[src/shared/cbc_regs.svh]
// Function
// RULE1: Enabled filter counts selected clock cycles after an edge, then clears itself.
// RULE2: After the delay, a pulse is given only if the level has flipped.
// RULE3: Delay select 00 bypass, 01 256, 10 512, 11 1024 cycles.
// RULE4: The source keeps active edges further apart than the filter delay.
// RULE5: Capture empty once read or moved; holding empty once read.
// RULE6: With no-overwrite set, events write capture or holding only when empty.
// RULE7: System control register takes one write in normal mode, any in special.
// RULE8: A share bit makes channel x's input drive channel y too.
// RULE9: Queue, flag mode, no-overwrite: first event captures, second moves, recaptures, flags.
// RULE10: Flag mode 0 flags every capture; mode 1 in queue flags only holding loads.
// RULE11: Accumulator wraps from all ones unless saturate is set, then holds.
// RULE12: Buffer enable clear disables holding registers and both buffer modes.
// RULE13: Force latch write in latch mode latches captures and accumulators at once.
// RULE14: Queue mode captures the timer; next capture first moves old value to holding.
// RULE15: Latch mode copies on modulus zero or zero write, then clears accumulators.
// RULE16: Test register reads any time, writes only in special mode.
// RULE17: Divider bypass splits the counter into two directly clocked bytes; high overflow flags.
// RULE18: Port read gives pin level for inputs and latch for outputs.
// RULE19: Port writes go to a latch driving the pin only as a general output.
// RULE20: Pin 7 feeds the accumulator only with compare-7 action and mask bits zero.
// RULE21: Compare 7 may still reset the counter while pin 7 feeds the accumulator.
// RULE22: The source makes input pulses wider than two clock periods.
// RULE23: Each port input passes two clock flip-flops before edge logic.
// RULE24: Overwrite control holds one no-overwrite bit per channel, bit equals channel.
`ifndef CBC_REGS_SVH
`define CBC_REGS_SVH
`define CBC_IDX_DLY 8'ha9
`define CBC_IDX_COVW 8'haa
`define CBC_IDX_SYS 8'hab
`define CBC_IDX_TST 8'had
`define CBC_IDX_PORT 8'hae
`define CBC_IDX_FLAGS 8'hc0
`define CBC_IDX_OVF 8'hc1
`define CBC_IDX_CNT 8'hc2
`define CBC_IDX_FORCE 8'hc3
`define CBC_IDX_CAP 8'hc4
`define CBC_IDX_HOLD 8'hcc
`define CBC_IDX_ACC 8'hd0
`define CBC_RST_DLY 2'h0
`define CBC_RST_COVW 8'h00
`define CBC_RST_SYS 8'h00
`define CBC_RST_TST 1'h0
`define CBC_RST_PORT 8'h00
`define CBC_BIT_BYP 1
`define CBC_BIT_TOF 7
`define CBC_BIT_FORCE 0
`define CBC_DLY_SEL1 11'h100
`define CBC_DLY_SEL2 11'h200
`define CBC_DLY_SEL3 11'h400
`endif

[src/shared/cbc_pkg.sv]
package cbc_pkg;
  typedef struct packed {
    logic [3:0] share;
    logic flag_setting_select;
    logic accumulator_saturate;
    logic holding_buffer_enable;
    logic latch_or_queue_select;
  } cbc_sys_t;

  typedef struct packed {
    logic cyc;
    logic stb;
    logic we;
    logic [9:0] adr;
    logic [3:0] sel;
    logic [31:0] dat;
  } cbc_wb_req_t;

  typedef struct packed {
    logic [7:0] ddr;
    logic [7:0] oc_ctl;
    logic om7;
    logic ol7;
    logic compare7_mask_pin7;
    logic oc7_reset;
    logic mc_zero;
    logic mc_zero_wr;
  } cbc_tmr_t;
endpackage : cbc_pkg

[src/rtl/cbc_edge_filter.sv]
`timescale 1ns/1ps
`default_nettype none
`include "cbc_regs.svh"
module cbc_edge_filter (
  // Clock and reset
  input wire logic clk_i,
  input wire logic rst_i,
  // Synchronised level and delay choice
  input wire logic level_i,
  input wire logic [1:0] sel_i,
  // Accepted edge
  output logic pulse_o
);
  logic last;
  logic ref_lvl;
  logic busy;
  logic [10:0] cnt;
  logic [10:0] lim;

  // RULE3 delay decode
  always_comb begin
    unique case (sel_i)
      2'h1: lim = `CBC_DLY_SEL1;
      2'h2: lim = `CBC_DLY_SEL2;
      2'h3: lim = `CBC_DLY_SEL3;
      default: lim = 11'h000;
    endcase
  end

  always_ff @(posedge clk_i) begin
    if (rst_i) begin
      last <= 1'b0;
      ref_lvl <= 1'b0;
      busy <= 1'b0;
      cnt <= 11'h000;
      pulse_o <= 1'b0;
    end else begin
      pulse_o <= 1'b0;
      if (!busy) begin
        last <= level_i;
        if (level_i != last) begin
          if (sel_i == 2'h0) begin
            pulse_o <= 1'b1;
          end else begin
            // RULE1 start count
            busy <= 1'b1;
            ref_lvl <= last;
            cnt <= 11'h001;
          end
        end
      end else if (cnt == lim) begin
        // RULE1 auto clear
        busy <= 1'b0;
        cnt <= 11'h000;
        last <= level_i;
        // RULE2 narrow pulse reject
        pulse_o <= (level_i != ref_lvl);
      end else begin
        cnt <= cnt + 11'h001;
      end
    end
  end
endmodule : cbc_edge_filter
`default_nettype wire

[src/rtl/cbc_top.sv]
`timescale 1ns/1ps
`default_nettype none
`include "cbc_regs.svh"
module cbc_top #(
  parameter int NCH = 8,
  parameter int NBUF = 4,
  parameter int PRESC = 1
) (
  // Clock and reset
  input wire logic clk_i,
  input wire logic rst_i,
  // Wishbone slave
  input wire cbc_pkg::cbc_wb_req_t wb_i,
  output logic [31:0] wb_dat_o,
  output logic wb_ack_o,
  // Timer side controls, same clock
  input wire cbc_pkg::cbc_tmr_t tmr_i,
  input wire logic special_mode_i,
  // Timer port pins
  input wire logic [7:0] pin_i,
  output logic [7:0] pin_o,
  output logic [7:0] pin_oe_o,
  // Status to the timer
  output logic pa_input_o,
  output logic [7:0] capture_flags_o,
  output logic counter_overflow_flag_o
);
  import cbc_pkg::*;

  logic [7:0] sync1;
  logic [7:0] sync2;
  logic [7:0] ev;
  logic [7:0] eff;
  logic [1:0] dly_sel;
  logic [7:0] no_overwrite_bit;
  cbc_sys_t sys;
  logic sys_written;
  logic divider_bypass;
  logic [7:0] port_latch;
  logic [15:0] cap [NCH];
  logic [NCH-1:0] cap_full;
  logic [15:0] hold [NBUF];
  logic [NBUF-1:0] hold_full;
  logic [7:0] acc [NBUF];
  logic [7:0] acc_hold [NBUF];
  logic [7:0] cflag;
  logic counter_overflow_flag;
  logic [15:0] free_running_count;
  logic [7:0] presc;
  logic [7:0] idx;
  logic take;
  logic wr;
  logic rd;
  logic latch_ev;
  logic force_wr;
  logic queue;
  logic [31:0] next_dat;
  logic [NCH-1:0] rd_cap;
  logic [NBUF-1:0] rd_hold;

  // RULE23 two-stage synchroniser
  always_ff @(posedge clk_i) begin
    if (rst_i) begin
      sync1 <= 8'h00;
      sync2 <= 8'h00;
    end else begin
      sync1 <= pin_i;
      sync2 <= sync1;
    end
  end

  genvar g;
  generate
    for (g = 0; g < 8; g++) begin : g_flt
      cbc_edge_filter u_flt (
        .clk_i(clk_i),
        .rst_i(rst_i),
        .level_i(sync2[g]),
        .sel_i(dly_sel),
        .pulse_o(ev[g])
      );
    end
  endgenerate

  // RULE8 share pairs 0-4 .. 3-7
  always_comb begin
    eff[3:0] = ev[3:0];
    for (int k = 0; k < 4; k++) begin
      eff[k+4] = sys.share[k] ? ev[k] : ev[k+4];
    end
  end

  // Bus decode; actions happen on the edge that raises ack
  assign idx = wb_i.adr[9:2];
  assign take = wb_i.cyc && wb_i.stb && !wb_ack_o;
  assign wr = take && wb_i.we && wb_i.sel[0];
  assign rd = take && !wb_i.we;
  assign force_wr = wr && (idx == `CBC_IDX_FORCE) && wb_i.dat[`CBC_BIT_FORCE];
  // RULE12 modes only with buffers on
  assign queue = sys.holding_buffer_enable && !sys.latch_or_queue_select;
  // RULE13 RULE15 latch sources
  assign latch_ev = sys.holding_buffer_enable && sys.latch_or_queue_select && (tmr_i.mc_zero || tmr_i.mc_zero_wr || force_wr);

  always_comb begin
    for (int n = 0; n < NCH; n++) begin
      rd_cap[n] = rd && (idx == `CBC_IDX_CAP + 8'(n));
    end
    for (int n = 0; n < NBUF; n++) begin
      rd_hold[n] = rd && (idx == `CBC_IDX_HOLD + 8'(n));
    end
  end

  always_comb begin
    next_dat = 32'h0000_0000;
    unique case (idx)
      `CBC_IDX_DLY: next_dat[1:0] = dly_sel;
      `CBC_IDX_COVW: next_dat[7:0] = no_overwrite_bit;
      `CBC_IDX_SYS: next_dat[7:0] = sys;
      `CBC_IDX_TST: next_dat[`CBC_BIT_BYP] = divider_bypass;
      // RULE18 pin or latch readback
      `CBC_IDX_PORT: next_dat[7:0] = (tmr_i.ddr & port_latch) | (~tmr_i.ddr & sync2);
      `CBC_IDX_FLAGS: next_dat[7:0] = cflag;
      `CBC_IDX_OVF: next_dat[`CBC_BIT_TOF] = counter_overflow_flag;
      `CBC_IDX_CNT: next_dat[15:0] = free_running_count;
      default: begin
        for (int n = 0; n < NCH; n++) begin
          if (idx == `CBC_IDX_CAP + 8'(n)) begin
            next_dat[15:0] = cap[n];
          end
        end
        for (int n = 0; n < NBUF; n++) begin
          if (idx == `CBC_IDX_HOLD + 8'(n)) begin
            next_dat[15:0] = hold[n];
          end
          if (idx == `CBC_IDX_ACC + 8'(n)) begin
            next_dat[15:0] = {acc_hold[n], acc[n]};
          end
        end
      end
    endcase
  end

  // Every access answers one cycle later, unmapped reads zero
  always_ff @(posedge clk_i) begin
    if (rst_i) begin
      wb_ack_o <= 1'b0;
      wb_dat_o <= 32'h0000_0000;
    end else begin
      wb_ack_o <= take;
      if (rd) begin
        wb_dat_o <= next_dat;
      end
    end
  end

  // Control registers
  always_ff @(posedge clk_i) begin
    if (rst_i) begin
      dly_sel <= `CBC_RST_DLY;
      no_overwrite_bit <= `CBC_RST_COVW;
      sys <= `CBC_RST_SYS;
      sys_written <= 1'b0;
      divider_bypass <= `CBC_RST_TST;
      port_latch <= `CBC_RST_PORT;
    end else if (wr) begin
      if (idx == `CBC_IDX_DLY) begin
        dly_sel <= wb_i.dat[1:0];
      end
      // RULE24 one bit per channel
      if (idx == `CBC_IDX_COVW) begin
        no_overwrite_bit <= wb_i.dat[7:0];
      end
      // RULE7 write once when normal
      if (idx == `CBC_IDX_SYS && (special_mode_i || !sys_written)) begin
        sys <= wb_i.dat[7:0];
        sys_written <= 1'b1;
      end
      // RULE16 special mode only
      if (idx == `CBC_IDX_TST && special_mode_i) begin
        divider_bypass <= wb_i.dat[`CBC_BIT_BYP];
      end
      // RULE19 latch only
      if (idx == `CBC_IDX_PORT) begin
        port_latch <= wb_i.dat[7:0];
      end
    end
  end

  // Pins: driven only as general output, not under timer control
  always_ff @(posedge clk_i) begin
    if (rst_i) begin
      pin_o <= 8'h00;
      pin_oe_o <= 8'h00;
      pa_input_o <= 1'b0;
    end else begin
      // RULE19 general output only
      pin_o <= port_latch;
      pin_oe_o <= tmr_i.ddr & ~tmr_i.oc_ctl;
      // RULE20 independent pin 7 path
      pa_input_o <= !tmr_i.om7 && !tmr_i.ol7 && !tmr_i.compare7_mask_pin7 && sync2[7];
    end
  end

  // Capture, holding and flags; set wins over clear
  always_ff @(posedge clk_i) begin
    if (rst_i) begin
      for (int n = 0; n < NCH; n++) begin
        cap[n] <= 16'h0000;
      end
      for (int n = 0; n < NBUF; n++) begin
        hold[n] <= 16'h0000;
      end
      cap_full <= '0;
      hold_full <= '0;
      cflag <= 8'h00;
    end else begin
      if (wr && idx == `CBC_IDX_FLAGS) begin
        cflag <= cflag & ~wb_i.dat[7:0];
      end
      for (int n = 0; n < NCH; n++) begin
        // RULE5 read empties
        if (rd_cap[n]) begin
          cap_full[n] <= 1'b0;
        end
        if (n < NBUF) begin
          if (rd_hold[n]) begin
            hold_full[n] <= 1'b0;
          end
          // RULE15 latch into holding
          if (latch_ev && !(no_overwrite_bit[n] && hold_full[n])) begin
            hold[n] <= cap[n];
            hold_full[n] <= 1'b1;
            // RULE5 moved means empty
            cap_full[n] <= 1'b0;
          end
        end
        if (eff[n]) begin
          if (n < NBUF && queue) begin
            // RULE14 RULE9 queue shift
            if (cap_full[n] && !(no_overwrite_bit[n] && hold_full[n])) begin
              hold[n] <= cap[n];
              hold_full[n] <= 1'b1;
              cap[n] <= free_running_count;
              cap_full[n] <= 1'b1;
              cflag[n] <= 1'b1;
            // RULE6 blocked when full
            end else if (!no_overwrite_bit[n] || !cap_full[n]) begin
              cap[n] <= free_running_count;
              cap_full[n] <= 1'b1;
              // RULE10 flag mode choice
              if (!sys.flag_setting_select) begin
                cflag[n] <= 1'b1;
              end
            end else if (!sys.flag_setting_select) begin
              cflag[n] <= 1'b1;
            end
          end else begin
            // RULE6 no overwrite
            if (!no_overwrite_bit[n] || !cap_full[n]) begin
              cap[n] <= free_running_count;
              cap_full[n] <= 1'b1;
            end
            // RULE10 flag each edge
            cflag[n] <= 1'b1;
          end
        end
      end
    end
  end

  // Pulse accumulators
  always_ff @(posedge clk_i) begin
    if (rst_i) begin
      for (int n = 0; n < NBUF; n++) begin
        acc[n] <= 8'h00;
        acc_hold[n] <= 8'h00;
      end
    end else begin
      for (int n = 0; n < NBUF; n++) begin
        if (latch_ev) begin
          // RULE13 RULE15 copy then clear
          acc_hold[n] <= acc[n];
          acc[n] <= 8'h00;
        end else if (eff[n]) begin
          // RULE11 wrap or saturate
          if (!(sys.accumulator_saturate && acc[n] == 8'hff)) begin
            acc[n] <= acc[n] + 8'h01;
          end
        end
      end
    end
  end

  // Free-running counter; prescaler is a plain divider enable
  always_ff @(posedge clk_i) begin
    if (rst_i) begin
      free_running_count <= 16'h0000;
      presc <= 8'h00;
      counter_overflow_flag <= 1'b0;
    end else begin
      if (wr && idx == `CBC_IDX_OVF && wb_i.dat[`CBC_BIT_TOF]) begin
        counter_overflow_flag <= 1'b0;
      end
      if (tmr_i.oc7_reset) begin
        // RULE21 compare 7 reset kept
        free_running_count <= 16'h0000;
        presc <= 8'h00;
      end else if (divider_bypass) begin
        // RULE17 two bytes, direct clock
        free_running_count[15:8] <= free_running_count[15:8] + 8'h01;
        free_running_count[7:0] <= free_running_count[7:0] + 8'h01;
        if (free_running_count[15:8] == 8'hff) begin
          counter_overflow_flag <= 1'b1;
        end
      end else if (presc == 8'(PRESC - 1)) begin
        presc <= 8'h00;
        free_running_count <= free_running_count + 16'h0001;
        if (free_running_count == 16'hffff) begin
          counter_overflow_flag <= 1'b1;
        end
      end else begin
        presc <= presc + 8'h01;
      end
    end
  end

  always_ff @(posedge clk_i) begin
    if (rst_i) begin
      capture_flags_o <= 8'h00;
      counter_overflow_flag_o <= 1'b0;
    end else begin
      capture_flags_o <= cflag;
      counter_overflow_flag_o <= counter_overflow_flag;
    end
  end
endmodule : cbc_top
`default_nettype wire

[config.mk]
export PLATFORM = sky130hd
export DESIGN_NAME = cbc_top
export DESIGN_NICKNAME = d
export VERILOG_FILES = /design/src/shared/cbc_pkg.sv /design/src/rtl/cbc_edge_filter.sv /design/src/rtl/cbc_top.sv
export VERILOG_INCLUDE_DIRS = /design/src /design/src/shared
export SDC_FILE = /design/constraint.sdc
export NUM_CORES = 1
export LEC_CHECK = 0
export ABC_AREA = 1
export BUFFER_PORTS_ARGS = -buffer_cell sky130_fd_sc_hd__buf_2
export CAP_MARGIN = 15
export CORE_UTILIZATION = 23
export DETAILED_ROUTE_END_ITERATION = 8
export GPL_TIMING_DRIVEN = 0
export PLACE_DENSITY = 0.41
export REMOVE_ABC_BUFFERS = 1
export SLEW_MARGIN = 20
export SYNTH_ARGS = -nofsm -noshare
export SYNTH_HDL_FRONTEND = slang
export SYNTH_HIERARCHICAL = 1
export SYNTH_SLANG_ARGS = --single-unit
[constraint.sdc]
create_clock -name clk_i -period 5.8 [get_ports clk_i]
set_clock_uncertainty 0.15 [all_clocks]
set_input_delay 0.87 -clock clk_i [delete_from_list [all_inputs] [get_ports clk_i]]
set_output_delay 0.87 -clock clk_i [all_outputs]
set_load 0.05 [all_outputs]
==> results of run 1 <==
## report_power, final
part	internal (mW)	total, mW	switching, mW
Combinational	0.0725	0.356	0.283
Sequential	3.87	3.92	0.0501
Clock	2.41	4.02	1.61
Total	6.35	8.29	1.95
## cell usage in the layout (no fill, tap or decap), types with 17 or more instances in the layout
cell,n
xor2_1,34
nand3b_1,24
nand2_1,753
nor2_2,31
nand3_1,180
clkbuf_16,60
inv_1,381
nor2_1,492
edfxtp_1,256
buf_2,94
or2_2,20
a21oi_2,17
inv_2,33
ha_1,24
nand2_2,22
nor3_1,25
a21oi_1,192
nand4_1,82
o21ai_0,112
dfxtp_1,250
## through the flow
| stage | setup TNS [ns] | utilization |
|---|---|---|
| 2_1_floorplan | 0 | - |
| 3_3_place_gp | -1448.23 | 0.247 |
| 3_5_place_dp | 0 | 0.249 |
| 4_1_cts | 0 | 0.268 |
| 5_1_grt | 0 | 0.268 |
| 6_report | 0 | 0.268 |
## Yosys cell counts (2+ instances only)
| cell type | instances |
|---|---|
| a22o_1 | 2 |
| or2_2 | 20 |
| xor2_1 | 34 |
| a21oi_1 | 192 |
| edfxtp_1 | 256 |
| and2_1 | 2 |
| nand3_2 | 9 |
| nor3_1 | 28 |
| inv_2 | 32 |
| nor3b_1 | 9 |
| nor2_1 | 499 |
| nand3_1 | 180 |
| o211ai_1 | 9 |
| nor3_2 | 2 |
| buf_2 | 19 |
| o311ai_1 | 3 |
| a21o_1 | 2 |
| a2111oi_0 | 5 |
| buf_6 | 10 |
| o21ai_0 | 112 |
| nand2_1 | 754 |
| inv_1 | 383 |
| o21a_1 | 2 |
| clkinv_1 | 9 |
| ha_1 | 24 |
| a21oi_2 | 17 |
| nand3b_1 | 24 |
| nor2_2 | 25 |
| o31ai_1 | 5 |
| o21ai_1 | 14 |
| nand2_4 | 16 |
| o22ai_1 | 9 |
| nand4_1 | 82 |
| nor2_4 | 9 |
| buf_4 | 32 |
| a221oi_1 | 2 |
| nand2_2 | 21 |
| a211oi_1 | 9 |
| dfxtp_1 | 252 |
| clkbuf_1 | 55 |
| nor4_1 | 5 |
| buf_1 | 5 |
## layer usage
| layer | GRT usage | part of all wire | vias up |
|---|---|---|---|
| met4 | 0.0506 | 0.032 | 12 |
| met2 | 0.227 | 0.44 | 364 |
| met5 | 0 | 0.0010 | - |
| met1 | 0.202 | 0.48 | 9627 |
| met3 | 0.0238 | 0.046 | 123 |
| li1 | - | - | 10400 |
## registers in the layout, summed over array words and instances (netlist names), 16 cells and up
| name | cells |
|---|---|
| cap | 128 |
| g_flt.u_flt/cnt | 88 |
| wb_dat_o | 16 |
| acc | 32 |
| hold | 64 |
| acc_hold | 32 |
| free_running_count | 16 |
## final timing paths
path,start,to,slack [ns],cells after the start
min reg2reg,sync1[3],sync2[3],0.25,2
max,wb_i[42],hold[1][11],1.54,12
min,tmr_i[9],pin_oe_o[3],0.23,2
max reg2reg,wb_ack_o,hold[2][3],1.73,9
## worst max-delay path, delay by kind of cell
kind,cells,cell delay (ns)
AO/OA/AOI/OAI,2,0.45
buffers and inverters,4,0.80
AND/OR/NAND/NOR,6,2.18
## final cells by class
| class | count | share of cell area |
|---|---|---|
| flip-flops and latches | 508 | 0.437 |
| multi-input cells | 2153 | 0.354 |
| well taps | 1414 | 0.0607 |
| clock buffers | 80 | 0.0572 |
| inverters | 424 | 0.0547 |
| repair buffers | 105 | 0.0229 |
| clock inverters | 32 | 0.0136 |
| diodes | 1 | 0.0000858 |
## cells by family after synthesis
group | count (synthesis) | share of synthesized area
and+or+nand+nor | 1687 | 0.293
DFF | 508 | 0.506
buffers and inverters | 545 | 0.0900
adders and majority gates | 24 | 0.0119
AOI/OAI and AO/OA | 392 | 0.0873
other | 1 | 0.000149
xor gates and xnor gates | 34 | 0.0118
==> impl_metrics.tcl, run 1 <==
set metrics [dict create \
    outcome "finished, final reports clean" \
    drive_above_1_share 0.114 \
    post-place-ws_ns 0.965 \
    wl_per_cell_um 17.4 \
    cp-end-kind "flop" \
    netlist_area_sq_um 25200 \
    cts_tree "done" \
    min_period_over_period 0.735 \
    synth_cell_types 54 \
    fin_nets 3358 \
    avgSynthCellArea_sq_um 7.89 \
    crit_required_ns 5.91 \
    antenna_found_initial 7 \
    slew_viol_final 0 \
    fin_hold_ws_ns 0.226 \
    clockBufferDepth 3 \
    grt_pass1_wl_um 123000 \
    grt_max_degree 100 \
    critPathMaxFanout 36 \
    yosysWarningCount 6 \
    drt-initial-drc-count 1234 \
    ys_async_sr_fraction 0 \
    path_cells "buf_2 -> inv_2 -> nand2_2 -> nor2_8 -> inv_2 -> o41ai_2 -> nand3_2 -> inv_2 -> nand2_1 -> o21ai_1 -> nand2_2 -> nand2_1" \
    drt_wl_total_um 81900 \
    slowest_stage "nand2_1" \
    ys.flop_type "edfxtp_1" \
    ctsResizeCount 0 \
    p_leak_nw 11.2 \
    max_slew_margin 0.245 \
    setup_viol 0 \
    clk_pin_slew_ns 0.06 \
    synth.area.top_cells "edfxtp_1, dfxtp_1, nand2_1" \
    grt_use_total 0.145 \
    fp.dieH_um 333 \
    seq_area_frac_synth 0.506 \
    cts_root_buf "clkbuf_16" \
    hold_violations 0 \
    port_buffers 95 \
    stdcell_count 4717 \
    place_area_sq_um 27100 \
    via_count 20600 \
    syn_inst 3191 \
    min_period_ns 4.26 \
    clk_latency_ns 0.65 \
    post-route-drc-count 0 \
    dr.pass1.iters 5 \
    boundaryPins 141 \
    yosysTopAreaCell "edfxtp_1" \
    max_stage_delay_ns 0.76 \
    start_util 0.232 \
    vias_per_cell 4.36 \
    design_area_sq_um 29200 \
    power_density_nw_per_um2 284 \
    h-tree-depth 2 \
    worst_pin_slew_ns 1.13 \
    design.core.area_sq_um 109000 \
    finalWeightedCongestion 0.845 \
    path_class "primary input to flop" \
    p_total_mw 8.29 \
    ir_drop_uv 209 \
    synthToLayoutAreaGrowth_pct 15.8 \
    path_common_cell "inv_2" \
    hpwl_um 58300 \
    worstSetupStartpointType "primary input" \
    postRouteAntennaNets 0 \
    regArea_sq_um 12700 \
    overflow 0 \
    num_rows 121 \
    die-width_um 333 \
    setup_ws_ns 1.54 \
    maxCapViolations 0 \
    fillCellCount 11900 \
    netlist.area_leader.share 0.305 \
    yosys_register_bits 508 \
    die_area_sq_um 111000 \
    postCtsHoldBufs 0 \
    synth_edf_count 256 \
    cts_sinks 508 \
    multiInputGateArea_sq_um 10300 \
    grt_pass1_vias 19600 \
    dp.cells 4604 \
    arrival_ns 4.37 \
    hp-class "primary input to flop" \
    rsz0062_at_grt "no" \
    cts_buffers 60 \
    fmax_mhz 235 \
    cts_setup_buffers 0 \
]
Power figures use the tool's default switching activity.
==> run 2, diff against run 1 <==
--- a/config.mk
+++ b/config.mk
@@ -12,7 +12,7 @@
 export CORE_UTILIZATION = 23
 export DETAILED_ROUTE_END_ITERATION = 8
 export GPL_TIMING_DRIVEN = 0
-export PLACE_DENSITY = 0.41
+export PLACE_DENSITY = 0.42
 export REMOVE_ABC_BUFFERS = 1
 export SLEW_MARGIN = 20
 export SYNTH_ARGS = -nofsm -noshare
==> constraint.sdc (replaced) <==
create_clock -name clk_i -period 3.8 [get_ports clk_i]
set_clock_uncertainty 0.15 [all_clocks]
set_input_delay 0.57 -clock clk_i [delete_from_list [all_inputs] [get_ports clk_i]]
set_output_delay 0.57 -clock clk_i [all_outputs]
set_load 0.05 [all_outputs]
==> impl_metrics.tcl, run 2 (same netlist as run 1, synthesis figures left out) <==
set metrics [dict create \
    antenna_found_initial 7 \
    pwr-share-clk 0.488 \
    boundaryPins 141 \
    use_met2 0.229 \
    slew_viol_final 0 \
    grt_max_degree 100 \
    cts_buffers 60 \
    slowest_stage "nand3_2" \
    grt_use_total 0.145 \
    num_rows 121 \
    cts_root_buf "clkbuf_16" \
    rsz0062_at_grt "no" \
    p_total_mw 12.8 \
    worst_pin_slew_ns 1.03 \
    ir_drop_uv 354 \
    cts_sinks 508 \
    path_cells "buf_2 -> inv_2 -> nand2_2 -> nor2_8 -> inv_2 -> o41ai_2 -> nand3_2 -> a21oi_1 -> a32oi_2 -> buf_6 -> nand2_2" \
    vias_per_cell 4.38 \
    fillCellCount 11800 \
    dp.cells 4605 \
    power_density_nw_per_um2 433 \
    maxCapViolations 0 \
    tns_ns 0 \
    design_area_sq_um 29500 \
    cts_setup_buffers 0 \
    clk_latency_ns 0.66 \
    reg_top3 "cap (128), g_flt.u_flt/cnt (88), hold (64)" \
    grt_pass1_wl_um 123000 \
    p_int_mw 9.75 \
    fmax_mhz 279 \
    critPathMaxFanout 36 \
    mostFrequentLayoutCells "nand2_1, nor2_1, inv_1" \
    design.core.area_sq_um 109000 \
    switchingPower_mw 3.02 \
    hpwl_um 57800 \
    stdcell_count 4747 \
    drt_wl_total_um 81600 \
    p_seq_frac 0.468 \
    port_buffers 95 \
    fp.dieH_um 333 \
    p_leak_nw 11.3 \
    crit_required_ns 3.93 \
    largest_reg_flops 128 \
    hp-class "primary input to flop" \
    busiest_layer "met2" \
    place_area_sq_um 27100 \
    postRouteAntennaNets 0 \
    finalWeightedCongestion 0.837 \
    grt_pass1_vias 19700 \
    hold_violations 0 \
    drt-initial-drc-count 1451 \
    path_class "primary input to flop" \
    dr.pass1.iters 5 \
    clk_pin_slew_ns 0.06 \
    min_period_ns 3.58 \
    via_count 20800 \
    arrival_ns 3.71 \
    h-tree-depth 2 \
    start_util 0.232 \
    max_stage_delay_ns 0.45 \
    use_met3 0.0211 \
    post-route-drc-count 0 \
    clockBufferDepth 3 \
    overflow 0 \
    min_period_over_period 0.942 \
    grtUsageMet1 0.203 \
    worstSetupStartpointType "primary input" \
    drive_above_1_share 0.115 \
    wl_per_cell_um 17.2 \
    max_slew_margin 0.313 \
    fin_hold_ws_ns 0.0387 \
    cts_tree "done" \
    swShare 0.237 \
    cp-end-kind "flop" \
    die-width_um 333 \
    layout_commonest_cell "nand2_1" \
    setup_viol 0 \
    synthToLayoutAreaGrowth_pct 17.2 \
    outcome "finished, final reports clean" \
    die_area_sq_um 111000 \
    fin_nets 3383 \
    largest-register "cap" \
    comb_power_share 0.044 \
]
[run 2: area by class of cell]
type	count	area, sq um	area share
diodes	4	10.0	0.000339
clock buffers	83	1690	0.0572
clock inverters	31	425	0.0144
inverters	424	1590	0.0540
multi-input cells	2153	10400	0.351
flip-flops and latches	508	12700	0.432
well taps	1414	1770	0.0600
repair buffers	130	932	0.0316
[run 2: power groups by stage]
stage          clock [mW]  sequential (mW)  combinational [mW]
6_report             6.23             5.98               0.563
5_1_grt              6.58             6.00               0.612
4_1_cts              6.38             5.98               0.567
3_5_place_dp            0             6.10               0.547
3_3_place_gp            0             6.10               0.534
2_1_floorplan           0             6.12               0.255
[run 2: through the flow]
stage / util / setup slack [ns]
floorplan: - / 0.749
global placement: 0.247 / -6.68
detailed placement: 0.249 / -0.781
CTS: 0.271 / 0.0737
global route: 0.271 / 0.105
finish: 0.271 / 0.221
[run 2: final timing paths]
path         cells after the start     start  slack [ns]                    end
min                              2     rst_i        0.04  g_flt[7].u_flt/cnt[4]
max                             11  wb_i[42]        0.22             hold[0][7]
max reg2reg                      8  wb_ack_o        0.39             hold[0][7]
min reg2reg                      2  sync1[6]        0.25               sync2[6]
[run 2: timing repair]
| item | 4_1_cts | 5_1_grt |
|---|---|---|
| gates cloned | 0 | 0 |
| endpoints found under the hold margin | 18 | 0 |
| setup endpoints to repair | 48 | 46 |
| hold buffers | 24 | 0 |
| gates resized for setup | 5 | 2 |
[run 2: routing by layer]
layer,wire [um],vias to the layer above,part of all wire
met5,66,-,0.00081
met4,2040,10,0.025
met3,3830,113,0.047
met2,36400,398,0.45
met1,39200,9754,0.48
li1,-,10500,-
[run 2: critical path: cells and delay by family]
kind	cells	cell delay (ns)
buffers and inverters	4	0.75
and+or+nand+nor	4	1.36
AOI/OAI and AO/OA	3	0.98
